$ cat src/shared/pio_pkg.sv
// constants for the four parallel i/o ports
package pio_pkg;

  // =====================================================
  // register offsets
  localparam logic [7:0] NIBBLE_PORT_OFS = 8'h00;
  localparam logic [7:0] BYTE_PORT_OFS = 8'h01;
  localparam logic [7:0] BITWISE_PORT_OFS = 8'h02;
  localparam logic [7:0] FIXED_PORT_OFS = 8'h03;
  localparam logic [7:0] BITWISE_DIR_OFS = 8'hf6;
  localparam logic [7:0] FIXED_FUNC_OFS = 8'hf7;
  localparam logic [7:0] NIBBLE_BYTE_MODE_OFS = 8'hf8;

  // =====================================================
  // values after reset
  localparam logic [7:0] NIBBLE_BYTE_MODE_RST = 8'h49;
  localparam logic [7:0] BITWISE_DIR_RST = 8'hff;
  localparam logic [7:0] FIXED_FUNC_RST = 8'h00;
  localparam logic [7:0] PORT_DATA_RST = 8'h00;
  localparam logic [3:0] FIXED_OUT_RST = 4'hf;
  localparam logic [7:0] READ_ZERO = 8'h00;

  // =====================================================
  // field positions and codes
  localparam int NIB_LO_POS = 0;
  localparam int BYTE_DIR_POS = 3;
  localparam int NIB_HI_POS = 6;
  localparam logic [1:0] DIR_OUTPUT = 2'h0;
  localparam logic [1:0] DIR_INPUT = 2'h1;
  localparam int FUNC_OPEN_DRAIN_POS = 0;
  localparam int FUNC_NIB_HS_POS = 2;
  localparam int FUNC_BYTE_HS_LO_POS = 3;
  localparam int FUNC_BYTE_HS_HI_POS = 4;
  localparam int FUNC_BIT_HS_POS = 6;

  // =====================================================
  // sizes and timing
  localparam int PORT_W = 8;
  localparam int FIXED_IN_W = 4;
  localparam int SYNC_W = 3 * PORT_W + FIXED_IN_W;
  localparam int RSP_DEPTH = 2;

endpackage

$ cat src/rtl/pio_buffer.sv
// two-entry valid/ready buffer for read answers
`timescale 1ns/10ps
module pio_buffer #(
  parameter int WIDTH = 8,
  parameter int DEPTH = 2
) (
  input wire logic clk,
  input wire logic reset_n,
  input wire logic in_valid,
  output logic in_ready,
  input wire logic [WIDTH-1:0] in_data,
  output logic out_valid,
  input wire logic out_ready,
  output logic [WIDTH-1:0] out_data
);
  localparam int AW = (DEPTH > 1) ? $clog2(DEPTH) : 1;
  logic [WIDTH-1:0] mem_reg [DEPTH];
  logic [AW-1:0] wr_ptr_reg;
  logic [AW-1:0] rd_ptr_reg;
  logic [AW:0] count_reg;
  logic push;
  logic pop;

  assign in_ready = (count_reg != (AW+1)'(DEPTH));
  assign out_valid = (count_reg != '0);
  assign out_data = mem_reg[rd_ptr_reg];
  assign push = in_valid & in_ready;
  assign pop = out_valid & out_ready;

  always_ff @(posedge clk) begin
    if (push) begin
      mem_reg[wr_ptr_reg] <= in_data;
    end
  end

  always_ff @(posedge clk or negedge reset_n) begin
    if (!reset_n) begin
      wr_ptr_reg <= '0;
      rd_ptr_reg <= '0;
      count_reg <= '0;
    end else begin
      if (push) begin
        wr_ptr_reg <= (wr_ptr_reg == AW'(DEPTH - 1)) ? '0 : wr_ptr_reg + 1'b1;
      end
      if (pop) begin
        rd_ptr_reg <= (rd_ptr_reg == AW'(DEPTH - 1)) ? '0 : rd_ptr_reg + 1'b1;
      end
      if (push && !pop) begin
        count_reg <= count_reg + 1'b1;
      end else if (pop && !push) begin
        count_reg <= count_reg - 1'b1;
      end
    end
  end
endmodule

$ cat src/rtl/pio_handshake.sv
// interlocked strobe/ack engine for one port
`timescale 1ns/10ps
module pio_handshake (
  input wire logic clk,
  input wire logic reset_n,
  input wire logic enable,
  input wire logic dir_in,
  input wire logic line_in,
  input wire logic rd_pulse,
  input wire logic wr_pulse,
  output logic line_out,
  output logic capture,
  output logic held
);
  logic held_reg;
  logic ack_reg;
  logic busy_reg;

  // capture only while ack is high, so a lingering low strobe never recaptures
  assign capture = enable & dir_in & ~held_reg & ack_reg & ~line_in;
  assign held = held_reg;
  assign line_out = dir_in ? ack_reg : ~busy_reg;

  // =====================================================
  // input side: capture, lock, ack
  always_ff @(posedge clk or negedge reset_n) begin
    if (!reset_n) begin
      held_reg <= 1'b0;
    end else if (!(enable && dir_in)) begin
      held_reg <= 1'b0;
    end else if (capture) begin
      held_reg <= 1'b1;
    end else if (rd_pulse) begin
      held_reg <= 1'b0;
    end
  end

  always_ff @(posedge clk or negedge reset_n) begin
    if (!reset_n) begin
      ack_reg <= 1'b1;
    end else if (!(enable && dir_in)) begin
      ack_reg <= 1'b1;
    end else if (capture) begin
      ack_reg <= 1'b0;
    end else if (!held_reg && line_in) begin
      ack_reg <= 1'b1;
    end
  end

  // =====================================================
  // output side: strobe low on write while ack high
  always_ff @(posedge clk or negedge reset_n) begin
    if (!reset_n) begin
      busy_reg <= 1'b0;
    end else if (!enable || dir_in) begin
      busy_reg <= 1'b0;
    end else if (!busy_reg && wr_pulse && line_in) begin
      busy_reg <= 1'b1;
    end else if (busy_reg && !line_in) begin
      busy_reg <= 1'b0;
    end
  end
endmodule

$ cat src/rtl/pio_top.sv
// four parallel i/o ports with register access and handshakes
//
// Behaviour
// - nibble port data at 00h only while extended bank select is 0
// - reading port bits returns the synchronised pin level
// - handshake input bits read the strobe-captured value
// - mode bits 1:0 set lower nibble direction, 01 in, 00 out
// - mode bits 7:6 set upper nibble direction, 01 in, 00 out
// - function bit 2 enables nibble handshake on fixed bits 2 and 5
// - nibble handshake direction follows upper half; lower joins when equal
// - byte port data at 01h; writes store output register
// - mode bits 4:3 set byte direction, 00 out, 01 in
// - function bits 4,3 both set enable byte handshake on bits 3 and 4
// - byte handshake direction follows byte port direction
// - bitwise direction bit 1 means input, 0 means output
// - bitwise data at 02h drives all output-configured bits
// - one global push-pull or open-drain choice for bitwise outputs
// - with serial enabled, bitwise bit 0 is data in, bit 7 data out
// - function bit 6 selects bitwise handshake else timer input
// - bitwise handshake follows bit 7 direction; matching bits take part
// - fixed port has four inputs, four outputs, one register each
// - pin inputs pass two flip-flops before any read
// - first strobe captures; later strobes ignored until port read
// - ack low after capture, high after read with strobe high
// - write lowers strobe only if ack high; strobe rises on ack low
`timescale 1ns/10ps
module pio_top (
  input wire logic clk,
  input wire logic reset_n,
  input wire logic extended_register_bank,
  input wire logic req_valid,
  output logic req_ready,
  input wire logic req_write,
  input wire logic [7:0] req_addr,
  input wire logic [7:0] req_wdata,
  output logic rsp_valid,
  input wire logic rsp_ready,
  output logic [7:0] rsp_rdata,
  input wire logic [pio_pkg::PORT_W-1:0] nibble_pin_in,
  output logic [pio_pkg::PORT_W-1:0] nibble_pin_out,
  output logic [pio_pkg::PORT_W-1:0] nibble_pin_oe,
  input wire logic [pio_pkg::PORT_W-1:0] byte_pin_in,
  output logic [pio_pkg::PORT_W-1:0] byte_pin_out,
  output logic [pio_pkg::PORT_W-1:0] byte_pin_oe,
  input wire logic [pio_pkg::PORT_W-1:0] bitwise_pin_in,
  output logic [pio_pkg::PORT_W-1:0] bitwise_pin_out,
  output logic [pio_pkg::PORT_W-1:0] bitwise_pin_oe,
  input wire logic [pio_pkg::FIXED_IN_W-1:0] fixed_in,
  output logic [7:4] fixed_out,
  input wire logic spi_enable,
  input wire logic spi_data_out,
  output logic spi_data_in,
  output logic timer_input_line
);
  import pio_pkg::*;

  // =====================================================
  // input synchronisers
  logic [SYNC_W-1:0] sync1_reg;
  logic [SYNC_W-1:0] sync2_reg;
  logic [PORT_W-1:0] nib_sync;
  logic [PORT_W-1:0] byte_sync;
  logic [PORT_W-1:0] bit_sync;
  logic [FIXED_IN_W-1:0] fix_sync;

  always_ff @(posedge clk or negedge reset_n) begin
    if (!reset_n) begin
      sync1_reg <= '0;
      sync2_reg <= '0;
    end else begin
      sync1_reg <= {fixed_in, bitwise_pin_in, byte_pin_in, nibble_pin_in};
      sync2_reg <= sync1_reg;
    end
  end

  assign nib_sync = sync2_reg[PORT_W-1:0];
  assign byte_sync = sync2_reg[2*PORT_W-1:PORT_W];
  assign bit_sync = sync2_reg[3*PORT_W-1:2*PORT_W];
  assign fix_sync = sync2_reg[SYNC_W-1:3*PORT_W];

  // =====================================================
  // register access decode
  logic acc;
  logic wr;
  logic rd;
  logic hit_nib;
  logic hit_byte;
  logic hit_bit;
  logic hit_fix;
  logic hit_dir;
  logic hit_func;
  logic hit_mode;

  assign acc = req_valid & req_ready;
  assign wr = acc & req_write;
  assign rd = acc & ~req_write;
  assign hit_nib = (req_addr == NIBBLE_PORT_OFS) && !extended_register_bank;
  assign hit_byte = (req_addr == BYTE_PORT_OFS);
  assign hit_bit = (req_addr == BITWISE_PORT_OFS);
  assign hit_fix = (req_addr == FIXED_PORT_OFS);
  assign hit_dir = (req_addr == BITWISE_DIR_OFS);
  assign hit_func = (req_addr == FIXED_FUNC_OFS);
  assign hit_mode = (req_addr == NIBBLE_BYTE_MODE_OFS);

  // =====================================================
  // mode and direction registers
  logic [7:0] mode_reg;
  logic [7:0] dir_reg;
  logic [7:0] func_reg;

  always_ff @(posedge clk or negedge reset_n) begin
    if (!reset_n) begin
      mode_reg <= NIBBLE_BYTE_MODE_RST;
    end else if (wr && hit_mode) begin
      mode_reg <= req_wdata;
    end
  end

  always_ff @(posedge clk or negedge reset_n) begin
    if (!reset_n) begin
      dir_reg <= BITWISE_DIR_RST;
    end else if (wr && hit_dir) begin
      dir_reg <= req_wdata;
    end
  end

  always_ff @(posedge clk or negedge reset_n) begin
    if (!reset_n) begin
      func_reg <= FIXED_FUNC_RST;
    end else if (wr && hit_func) begin
      func_reg <= req_wdata;
    end
  end

  // =====================================================
  // port output registers
  logic [PORT_W-1:0] nib_out_reg;
  logic [PORT_W-1:0] byte_out_reg;
  logic [PORT_W-1:0] bit_out_reg;
  logic [7:4] fix_out_reg;

  always_ff @(posedge clk or negedge reset_n) begin
    if (!reset_n) begin
      nib_out_reg <= PORT_DATA_RST;
    end else if (wr && hit_nib) begin
      nib_out_reg <= req_wdata;
    end
  end

  always_ff @(posedge clk or negedge reset_n) begin
    if (!reset_n) begin
      byte_out_reg <= PORT_DATA_RST;
    end else if (wr && hit_byte) begin
      byte_out_reg <= req_wdata;
    end
  end

  always_ff @(posedge clk or negedge reset_n) begin
    if (!reset_n) begin
      bit_out_reg <= PORT_DATA_RST;
    end else if (wr && hit_bit) begin
      bit_out_reg <= req_wdata;
    end
  end

  always_ff @(posedge clk or negedge reset_n) begin
    if (!reset_n) begin
      fix_out_reg <= FIXED_OUT_RST;
    end else if (wr && hit_fix) begin
      fix_out_reg <= req_wdata[7:4];
    end
  end

  // =====================================================
  // direction decode
  logic nib_lo_out;
  logic nib_hi_out;
  logic nib_lo_in;
  logic nib_hi_in;
  logic byte_is_out;
  logic byte_is_in;
  logic open_drain;
  logic [PORT_W-1:0] nib_drive;
  logic [PORT_W-1:0] byte_drive;
  logic [PORT_W-1:0] bit_drive;

  assign nib_lo_out = (mode_reg[NIB_LO_POS+:2] == DIR_OUTPUT);
  assign nib_lo_in = (mode_reg[NIB_LO_POS+:2] == DIR_INPUT);
  assign nib_hi_out = (mode_reg[NIB_HI_POS+:2] == DIR_OUTPUT);
  assign nib_hi_in = (mode_reg[NIB_HI_POS+:2] == DIR_INPUT);
  assign byte_is_out = (mode_reg[BYTE_DIR_POS+:2] == DIR_OUTPUT);
  assign byte_is_in = (mode_reg[BYTE_DIR_POS+:2] == DIR_INPUT);
  assign open_drain = func_reg[FUNC_OPEN_DRAIN_POS];
  assign nib_drive = {{4{nib_hi_out}}, {4{nib_lo_out}}};
  assign byte_drive = {PORT_W{byte_is_out}};

  // serial overrides bit 0 to input and bit 7 to output
  always_comb begin
    bit_drive = ~dir_reg;
    if (spi_enable) begin
      bit_drive[0] = 1'b0;
      bit_drive[7] = 1'b1;
    end
  end

  // =====================================================
  // handshake engines
  logic nib_hs_en;
  logic byte_hs_en;
  logic bit_hs_en;
  logic nib_line;
  logic byte_line;
  logic bit_line;
  logic nib_cap;
  logic byte_cap;
  logic bit_cap;
  logic nib_held;
  logic byte_held;
  logic bit_held;

  assign nib_hs_en = func_reg[FUNC_NIB_HS_POS] && (nib_hi_in || nib_hi_out);
  assign byte_hs_en = func_reg[FUNC_BYTE_HS_HI_POS] && func_reg[FUNC_BYTE_HS_LO_POS]
    && (byte_is_in || byte_is_out);
  assign bit_hs_en = func_reg[FUNC_BIT_HS_POS];

  pio_handshake u_nib_hs (
    .clk(clk),
    .reset_n(reset_n),
    .enable(nib_hs_en),
    .dir_in(nib_hi_in),
    .line_in(fix_sync[2]),
    .rd_pulse(rd && hit_nib),
    .wr_pulse(wr && hit_nib),
    .line_out(nib_line),
    .capture(nib_cap),
    .held(nib_held)
  );

  pio_handshake u_byte_hs (
    .clk(clk),
    .reset_n(reset_n),
    .enable(byte_hs_en),
    .dir_in(byte_is_in),
    .line_in(fix_sync[3]),
    .rd_pulse(rd && hit_byte),
    .wr_pulse(wr && hit_byte),
    .line_out(byte_line),
    .capture(byte_cap),
    .held(byte_held)
  );

  pio_handshake u_bit_hs (
    .clk(clk),
    .reset_n(reset_n),
    .enable(bit_hs_en),
    .dir_in(dir_reg[7]),
    .line_in(fix_sync[1]),
    .rd_pulse(rd && hit_bit),
    .wr_pulse(wr && hit_bit),
    .line_out(bit_line),
    .capture(bit_cap),
    .held(bit_held)
  );

  // =====================================================
  // strobe-captured input registers
  logic [PORT_W-1:0] nib_cap_reg;
  logic [PORT_W-1:0] byte_cap_reg;
  logic [PORT_W-1:0] bit_cap_reg;

  always_ff @(posedge clk or negedge reset_n) begin
    if (!reset_n) begin
      nib_cap_reg <= PORT_DATA_RST;
      byte_cap_reg <= PORT_DATA_RST;
      bit_cap_reg <= PORT_DATA_RST;
    end else begin
      if (nib_cap) begin
        nib_cap_reg <= nib_sync;
      end
      if (byte_cap) begin
        byte_cap_reg <= byte_sync;
      end
      if (bit_cap) begin
        bit_cap_reg <= bit_sync;
      end
    end
  end

  // =====================================================
  // read data selection
  logic [PORT_W-1:0] nib_mask;
  logic [PORT_W-1:0] byte_mask;
  logic [PORT_W-1:0] bit_mask;
  logic [7:0] nib_rd;
  logic [7:0] byte_rd;
  logic [7:0] bit_rd;
  logic [7:0] rdata;

  // lower nibble joins only with matching direction
  assign nib_mask = {4'hf, {4{mode_reg[NIB_LO_POS+:2] == mode_reg[NIB_HI_POS+:2]}}}
    & {PORT_W{nib_hs_en & nib_hi_in}};
  assign byte_mask = {PORT_W{byte_hs_en & byte_is_in}};
  assign bit_mask = ~(dir_reg ^ {PORT_W{dir_reg[7]}}) & {PORT_W{bit_hs_en & dir_reg[7]}};
  assign nib_rd = (nib_mask & nib_cap_reg) | (~nib_mask & nib_sync);
  assign byte_rd = (byte_mask & byte_cap_reg) | (~byte_mask & byte_sync);
  assign bit_rd = (bit_mask & bit_cap_reg) | (~bit_mask & bit_sync);

  always_comb begin
    rdata = READ_ZERO;
    if (hit_nib) begin
      rdata = nib_rd;
    end else if (hit_byte) begin
      rdata = byte_rd;
    end else if (hit_bit) begin
      rdata = bit_rd;
    end else if (hit_fix) begin
      rdata = {fixed_out, fix_sync};
    end else if (hit_dir) begin
      rdata = dir_reg;
    end else if (hit_mode) begin
      rdata = mode_reg;
    end
  end

  pio_buffer #(
    .WIDTH(8),
    .DEPTH(RSP_DEPTH)
  ) u_rsp_buf (
    .clk(clk),
    .reset_n(reset_n),
    .in_valid(rd),
    .in_ready(req_ready),
    .in_data(rdata),
    .out_valid(rsp_valid),
    .out_ready(rsp_ready),
    .out_data(rsp_rdata)
  );

  // =====================================================
  // pin drivers
  assign nibble_pin_out = nib_out_reg;
  assign nibble_pin_oe = nib_drive;
  assign byte_pin_out = byte_out_reg;
  assign byte_pin_oe = byte_drive;

  always_comb begin
    bitwise_pin_out = bit_out_reg;
    if (spi_enable) begin
      bitwise_pin_out[7] = spi_data_out;
    end
    bitwise_pin_oe = bit_drive & (~{PORT_W{open_drain}} | ~bitwise_pin_out);
    if (open_drain) begin
      bitwise_pin_out = '0;
    end
  end

  assign spi_data_in = spi_enable & bit_sync[0];
  assign timer_input_line = ~bit_hs_en & fix_sync[1];

  // handshake lines take over their fixed outputs
  assign fixed_out[4] = byte_hs_en ? byte_line : fix_out_reg[4];
  assign fixed_out[5] = nib_hs_en ? nib_line : fix_out_reg[5];
  assign fixed_out[6] = bit_hs_en ? bit_line : fix_out_reg[6];
  assign fixed_out[7] = fix_out_reg[7];

endmodule

$ cat config.mk
export PLATFORM = sky130hd
export DESIGN_NAME = pio_top
export DESIGN_NICKNAME = d
export VERILOG_FILES = /design/src/shared/pio_pkg.sv /design/src/rtl/pio_buffer.sv /design/src/rtl/pio_handshake.sv /design/src/rtl/pio_top.sv
export SDC_FILE = /design/constraint.sdc
export NUM_CORES = 1
export LEC_CHECK = 0
export BUFFER_PORTS_ARGS = -buffer_cell sky130_fd_sc_hd__buf_4
export CORE_ASPECT_RATIO = 2
export CORE_MARGIN = 2
export CORE_UTILIZATION = 50
export DETAILED_ROUTE_END_ITERATION = 16
export PLACE_DENSITY = 0.72
export SYNTH_ARGS = -nofsm -noshare
export SYNTH_HDL_FRONTEND = slang
export SYNTH_HIERARCHICAL = 1
export SYNTH_SLANG_ARGS = --single-unit
$ cat constraint.sdc
create_clock -name clk -period 2.7 [get_ports clk]
set_input_delay 0.54 -clock clk [delete_from_list [all_inputs] [get_ports clk]]
set_output_delay 0.54 -clock clk [all_outputs]
set_load 0.02 [all_outputs]
==> results of run 1 <==
## stage by stage
step	area (um^2)	power, mW	hold slack, ns	std cells	setup slack [ns]
2_1_floorplan	6710	3.10	0.244	498	0.640
3_3_place_gp	7680	3.42	0.332	743	0.306
3_5_place_dp	7680	3.44	0.335	743	0.243
4_1_cts	8240	5.72	0.121	775	0.216
5_1_grt	8240	5.89	0.142	775	0.153
6_report	8240	5.66	0.102	775	0.243
## Yosys cell counts, types with 3 or more instances
master,number,area (um^2)
a21oi_1,11,55.1
a21oi_2,3,26.3
a221oi_1,3,26.3
a22o_1,3,26.3
a22oi_1,5,37.5
a31oi_1,12,75.1
and2_1,3,18.8
and3_1,5,31.3
buf_2,10,50.1
buf_4,17,128
clkbuf_1,10,37.5
dfrtp_1,124,3100
dfstp_2,18,473
edfxtp_1,16,480
inv_1,9,33.8
mux2_2,85,957
mux2i_1,30,300
nand2_1,21,78.8
nand2b_1,3,18.8
nand3_1,14,70.1
nor2_1,18,67.6
nor2b_1,15,93.8
nor3_1,3,15.0
o211ai_1,4,30.0
o21ai_0,12,60.1
or2b_1,3,22.5
or3b_1,3,26.3
xnor2_1,3,26.3
## layout by cell type, fill, tap and decap left out, types with 9 or more instances in the layout
cell type and n:
dfstp_2 18, mux2i_1 30, a21oi_1 11, clkbuf_16 17, a31oi_1 12, buf_4 128, mux2_2 85, nor2b_1 15
nand3_1 14, o21ai_0 12, nor2_1 18, inv_1 9, edfxtp_1 16, dfrtp_1 124, nand2_1 21
## cell type report
class | count | area share
Tap cell | 152 | 0.0231
Clock inverter | 13 | 0.0158
Inverter | 9 | 0.00410
Clock buffer | 19 | 0.0525
Multi-Input combinational cell | 294 | 0.292
Timing Repair Buffer | 130 | 0.120
Sequential cell | 158 | 0.492
## worst paths after layout
kind                                               from                                 to  slack [ns]  cells past startpoint
max in group asynchronous                       reset_n         fix_out_reg[7]$_DFFE_PN1P_        1.81                      2
worst min register to register   sync1_reg[1]$_DFF_PN0_             sync2_reg[1]$_DFF_PN0_        0.34                      0
worst max-delay path            mode_reg[6]$_DFFE_PN1P_                       fixed_out[5]        0.24                      4
min in group clk                            fixed_in[1]            sync1_reg[25]$_DFF_PN0_        0.22                      1
worst max register to register  mode_reg[6]$_DFFE_PN1P_  u_rsp_buf/mem_reg[0][5]$_DFFE_PP_        0.48                      6
worst min-delay path                            reset_n         nib_cap_reg[5]$_DFFE_PN0P_        0.10                      1
## power by group through the flow
stage	registers, mW	logic [mW]	clock network (mW)
2_1_floorplan	2.65	0.452	0
6_report	2.66	0.724	2.27
5_1_grt	2.68	0.778	2.43
3_5_place_dp	2.71	0.731	0
4_1_cts	2.67	0.734	2.32
3_3_place_gp	2.70	0.720	0
## kinds of logic after synthesis
logic type / share of synthesized area
DFF: 0.604
muxes: 0.187
and+or+nand+nor: 0.0964
AOI/OAI and AO/OA: 0.0667
buffers and inverters: 0.0371
xor gates and xnor gates: 0.00652
adders and majority gates: 0.00186
## worst reg2reg max path: cells and delay by family, from the launching register on
kind	cells	cell delay (ns)
flops	1	0.62
compound gates	3	0.61
mux	2	0.43
simple gates	1	0.30
## routing by layer
metal	track usage	wire (um)	share of wire
met5	0	0	0
met4	0.126	733	0.044
met3	0.0451	578	0.034
met2	0.430	9420	0.56
met1	0.271	6030	0.36
==> flow_summary.yaml, run 1 <==
run_status:
  status: "complete, no violations"
finish:
  syn_to_final_growth_pct: 22.8
  regArea_um2: 4060
  utilization: 0.631
  multiInputGateArea_um2: 2410
  finalNetCount: 663
  n_fill_cell: 1030
  antennaDiodeCount: 0
  drive_gt1_frac: 0.443
synthesis:
  synth_ff_type: "dfrtp_1"
  synth_edf_count: 16
  ys_warn_count: 6
  syn_inst: 498
  syn_area_um2: 6710
  ys_types: 55
  syn_nets: 551
  synth_seq_area_share: 0.604
  async_reset_ff_frac: 0.899
  synth-seq-cells: 158
  syn-mean-instance-area_um2: 13.5
timing:
  finalCriticalPeriod_ns: 2.46
  finalCritPeriodShare: 0.910
  slew_violations: 0
  final-hold-violation-count: 0
  setup_violations: 0
  worstMarginPinSlew_ns: 0.685
  max_slew_margin: 0.542
  tns_ns: 0
  skew_ns: 0.00820
  rsz0062_at_grt: "no"
  fmax_ghz: 0.407
setup_path:
  cp-start-kind: "flop"
  critPathRequiredTime_ns: 2.16
  cp_num_buf_inv: 1
  cp_slowest_cell: "dfstp_2"
  path_delay_family: "flip-flops"
  cpPeakStageDelay_ns: 0.62
  worstPathMaxFanout: 6
  crit_path_end_kind: "primary output"
  path_class: "reg -> out"
  crit_arrival_ns: 1.92
  path_cells: "nor2b_1 > mux2i_1 > mux2_2 > buf_4"
pwr:
  switchingPower_mw: 1.49
  seq_power_share: 0.470
  p_int_mw: 4.17
  p_leak_nw: 3.93
  power_frac_comb: 0.128
  switching_share: 0.263
  p_per_area_nw_per_um2: 687
  clockPowerShare: 0.402
  vdd_drop_max_uv: 503
place:
  gp_congestion: 0.862
  port_buffers: 115
  dpl.hpwl_um: 12700
drt:
  drtPass1Iterations: 4
  wirelength_um: 16800
  drt_iter0_drc: 223
  ant_nets: 0
  route.detailed.drc: 0
  routed-via-count: 4383
  viasPerCell: 5.66
  wire_per_inst_um: 21.6
min_path:
  hold_class: "in -> async"
clocking:
  cts_buffers: 17
  clockBufferDepth: 2
  root_buffer: "clkbuf_16"
  cts_tree: "built"
  post_cts_resized: 0
  clkLatencyLatePin_ns: 0.42
  clkTransAtPathRegs_ns: 0.07
  post_cts_buffers: 0
  postCtsHoldBufs: 0
  htree_levels: 4
  clock-sinks: 158
grt:
  grt_pass1_vias: 4739
  grt_util_all_layers: 0.243
  grt_start_max_net_pins: 65
  gr-total-overflow: 0
  antenna_found_initial: 0
  grt_pass1_wl_um: 26000
floorplanning:
  chipWidth_um: 85.9
  die_y_um: 168
  die_area_um2: 14400
  pin_count: 116
  num_rows: 59
  coreArea_um2: 13100
  initial_utilization: 0.514
flow_run:
  cap_violations: 0
No activity file was read; power rests on OpenSTA's default activity.
==> run 2, diff against run 1 <==
--- a/config.mk
+++ b/config.mk
@@ -10,8 +10,7 @@
 export CORE_MARGIN = 2
 export CORE_UTILIZATION = 50
 export DETAILED_ROUTE_END_ITERATION = 16
-export PLACE_DENSITY = 0.72
+export PLACE_DENSITY = 0.73
 export SYNTH_ARGS = -nofsm -noshare
 export SYNTH_HDL_FRONTEND = slang
-export SYNTH_HIERARCHICAL = 1
 export SYNTH_SLANG_ARGS = --single-unit
==> run 2 against run 1 <==
  * Combinational power decreased by 12%
  * Area after synthesis fell by 3.0%
  * Synthesized cell count shrank 4.4%
  * Die area decreased by 2.9%
  * Via count shrank 2.1%
  * Non-clock buffer count grew 2
  * First-iteration DRC count increased by 11%
  * Largest cell class unchanged
==> flow_summary.yaml, run 2 <==
setup_path:
  critPathRequiredTime_ns: 2.16
  cp-start-kind: "flop"
  path_class: "reg -> out"
  cp_slowest_cell: "dfstp_2"
  worstPathMaxFanout: 15
  cpMostUsedCell: "a21oi_1"
  crit_path_end_kind: "primary output"
  cpPeakStageDelay_ns: 0.71
  crit_arrival_ns: 1.68
  path_cells: "nor2_1 > a21oi_1 > a21oi_1 > buf_4"
  startpoint: "dir_reg[7]$_DFFE_PN1P_"
  rr_startpoint: "mode_reg[6]$_DFFE_PN1P_"
floorplanning:
  pin_count: 116
  num_rows: 59
  initial_utilization: 0.507
  die_area_um2: 14000
  coreArea_um2: 12800
  die_y_um: 165
  chipWidth_um: 84.7
pwr:
  switchingPower_mw: 1.41
  clockPowerShare: 0.428
  seq_power_share: 0.461
  power_frac_comb: 0.111
  p_per_area_nw_per_um2: 697
  p_int_mw: 4.29
  switching_share: 0.247
  vdd_drop_max_uv: 608
  p_leak_nw: 3.88
grt:
  antenna_found_initial: 0
  grt_util_all_layers: 0.216
  grt_start_max_net_pins: 58
  grt_pass1_vias: 4369
  gr-total-overflow: 0
  grt_pass1_wl_um: 22800
clocking:
  clock-sinks: 158
  post_cts_buffers: 0
  htree_levels: 4
  cts_buffers: 17
  clkLatencyLatePin_ns: 0.42
  root_buffer: "clkbuf_16"
  postCtsHoldBufs: 0
  cts_tree: "built"
  clockBufferDepth: 2
  post_cts_resized: 0
  clkTransAtPathRegs_ns: 0.07
synthesis:
  ys_warn_count: 0
  async_reset_ff_frac: 0.899
  syn_area_um2: 6510
  syn_nets: 529
  synthTopCellsByArea: "dfrtp_1 (48%), mux2_2 (14%), edfxtp_1 (7.4%)"
  syn-mean-instance-area_um2: 13.7
  ys_types: 53
  synth_top_area_cell: "dfrtp_1"
  synth_common_cells: "dfrtp_1 (124), mux2_2 (81), nand2_1 (24)"
  synth_top_area_frac: 0.476
  synth.most_common_cell: "dfrtp_1"
  synth-seq-cells: 158
  synth_seq_area_share: 0.623
  synth_ff_type: "dfrtp_1"
  synth_edf_count: 16
  syn_inst: 476
place:
  gp_congestion: 0.873
  port_buffers: 115
  dpl.hpwl_um: 10400
timing:
  rsz0062_at_grt: "no"
  worstMarginPinSlew_ns: 0.611
  fin_hold_ws_ns: 0.0882
  slew_violations: 0
  finalCriticalPeriod_ns: 2.22
  final-hold-violation-count: 0
  setup_violations: 0
  fmax_ghz: 0.450
  finalCritPeriodShare: 0.823
  tns_ns: 0
  skew_ns: 0.0173
  max_slew_margin: 0.592
drt:
  viasPerCell: 5.63
  drt_iter0_drc: 247
  ant_nets: 0
  drtPass1Iterations: 5
  wire_per_inst_um: 18.8
  wirelength_um: 14300
  route.detailed.drc: 0
  routed-via-count: 4289
finish:
  mostFrequentLayoutCells: "buf_4 (126), dfrtp_1 (124), mux2_2 (81)"
  finalNetCount: 650
  n_fill_cell: 990
  layout_commonest_cell: "buf_4"
  drive_gt1_frac: 0.449
  antennaDiodeCount: 0
  syn_to_final_growth_pct: 25.7
flow_run:
  cap_violations: 0
run_status:
  status: "complete, no violations"
min_path:
  hold_class: "in -> async"
-- run 2: through the flow --
stage	utilization	cell area, um^2	worst slack, ns	total power, mW	instances
2_1_floorplan	-	6510	0.300	3.01	476
3_3_place_gp	0.590	7580	0.135	3.30	730
3_5_place_dp	0.590	7580	0.100	3.31	730
4_1_cts	0.637	8190	0.494	5.76	762
5_1_grt	0.637	8190	0.403	5.92	762
6_report	0.637	8190	0.477	5.70	762
-- run 2: routing by layer --
layer	GRT usage	wire length (um)	part of all wire	vias up
met2	0.355	7430	0.52	165
li1	-	-	-	1951
met1	0.268	5640	0.39	2133
met5	0	0	0	-
met3	0.0477	793	0.055	40
met4	0.108	458	0.032	0
-- run 2: power groups by stage --
| stage | clock, mW | combinational (mW) | sequential [mW] |
|---|---|---|---|
| global placement | 0 | 0.628 | 2.67 |
| detailed placement | 0 | 0.640 | 2.67 |
| floorplan | 0 | 0.385 | 2.62 |
| finish | 2.44 | 0.634 | 2.63 |
| global route | 2.59 | 0.688 | 2.65 |
| CTS | 2.49 | 0.642 | 2.63 |
-- run 2: cells by family after synthesis --
kind of cell	share of synthesized area
simple gates	0.0964
flops	0.623
mux	0.174
fa+ha+maj	0.00192
xor+xnor	0.00672
compound gates	0.0659
buf+inv	0.0323
-- run 2: path summary, 6_finish.rpt --
path                       cells past startpoint                                end  slack (ns)
max                                            4                       fixed_out[6]        0.48
min in group clk                               1            sync1_reg[16]$_DFF_PN0_        0.22
max in group asynchronous                      2       u_nib_hs.ack_reg$_DFFE_PN1P_        1.83
max reg2reg                                    5  u_rsp_buf.mem_reg[1][2]$_DFFE_PP_        0.63
min                                            1      nibble_pin_out[3]$_DFFE_PN0N_        0.09
min reg2reg                                    0             sync2_reg[2]$_DFF_PN0_        0.35
-- run 2: layout make-up --
type	count	area, um^2	share of cell area
Clock buffer	18	429	0.0524
Multi-Input combinational cell	281	2250	0.274
Tap cell	152	190	0.0232
Sequential cell	158	4060	0.495
Timing Repair Buffer	132	1060	0.129
Inverter	7	26.3	0.00321
Clock inverter	14	180	0.0220
-- run 2: worst max-delay path: cells and delay by family (launching register included) --
kind            cells  cell delay [ns]
compound gates      2             0.23
buf+inv             1             0.19
flops               1             0.71
simple gates        1             0.12
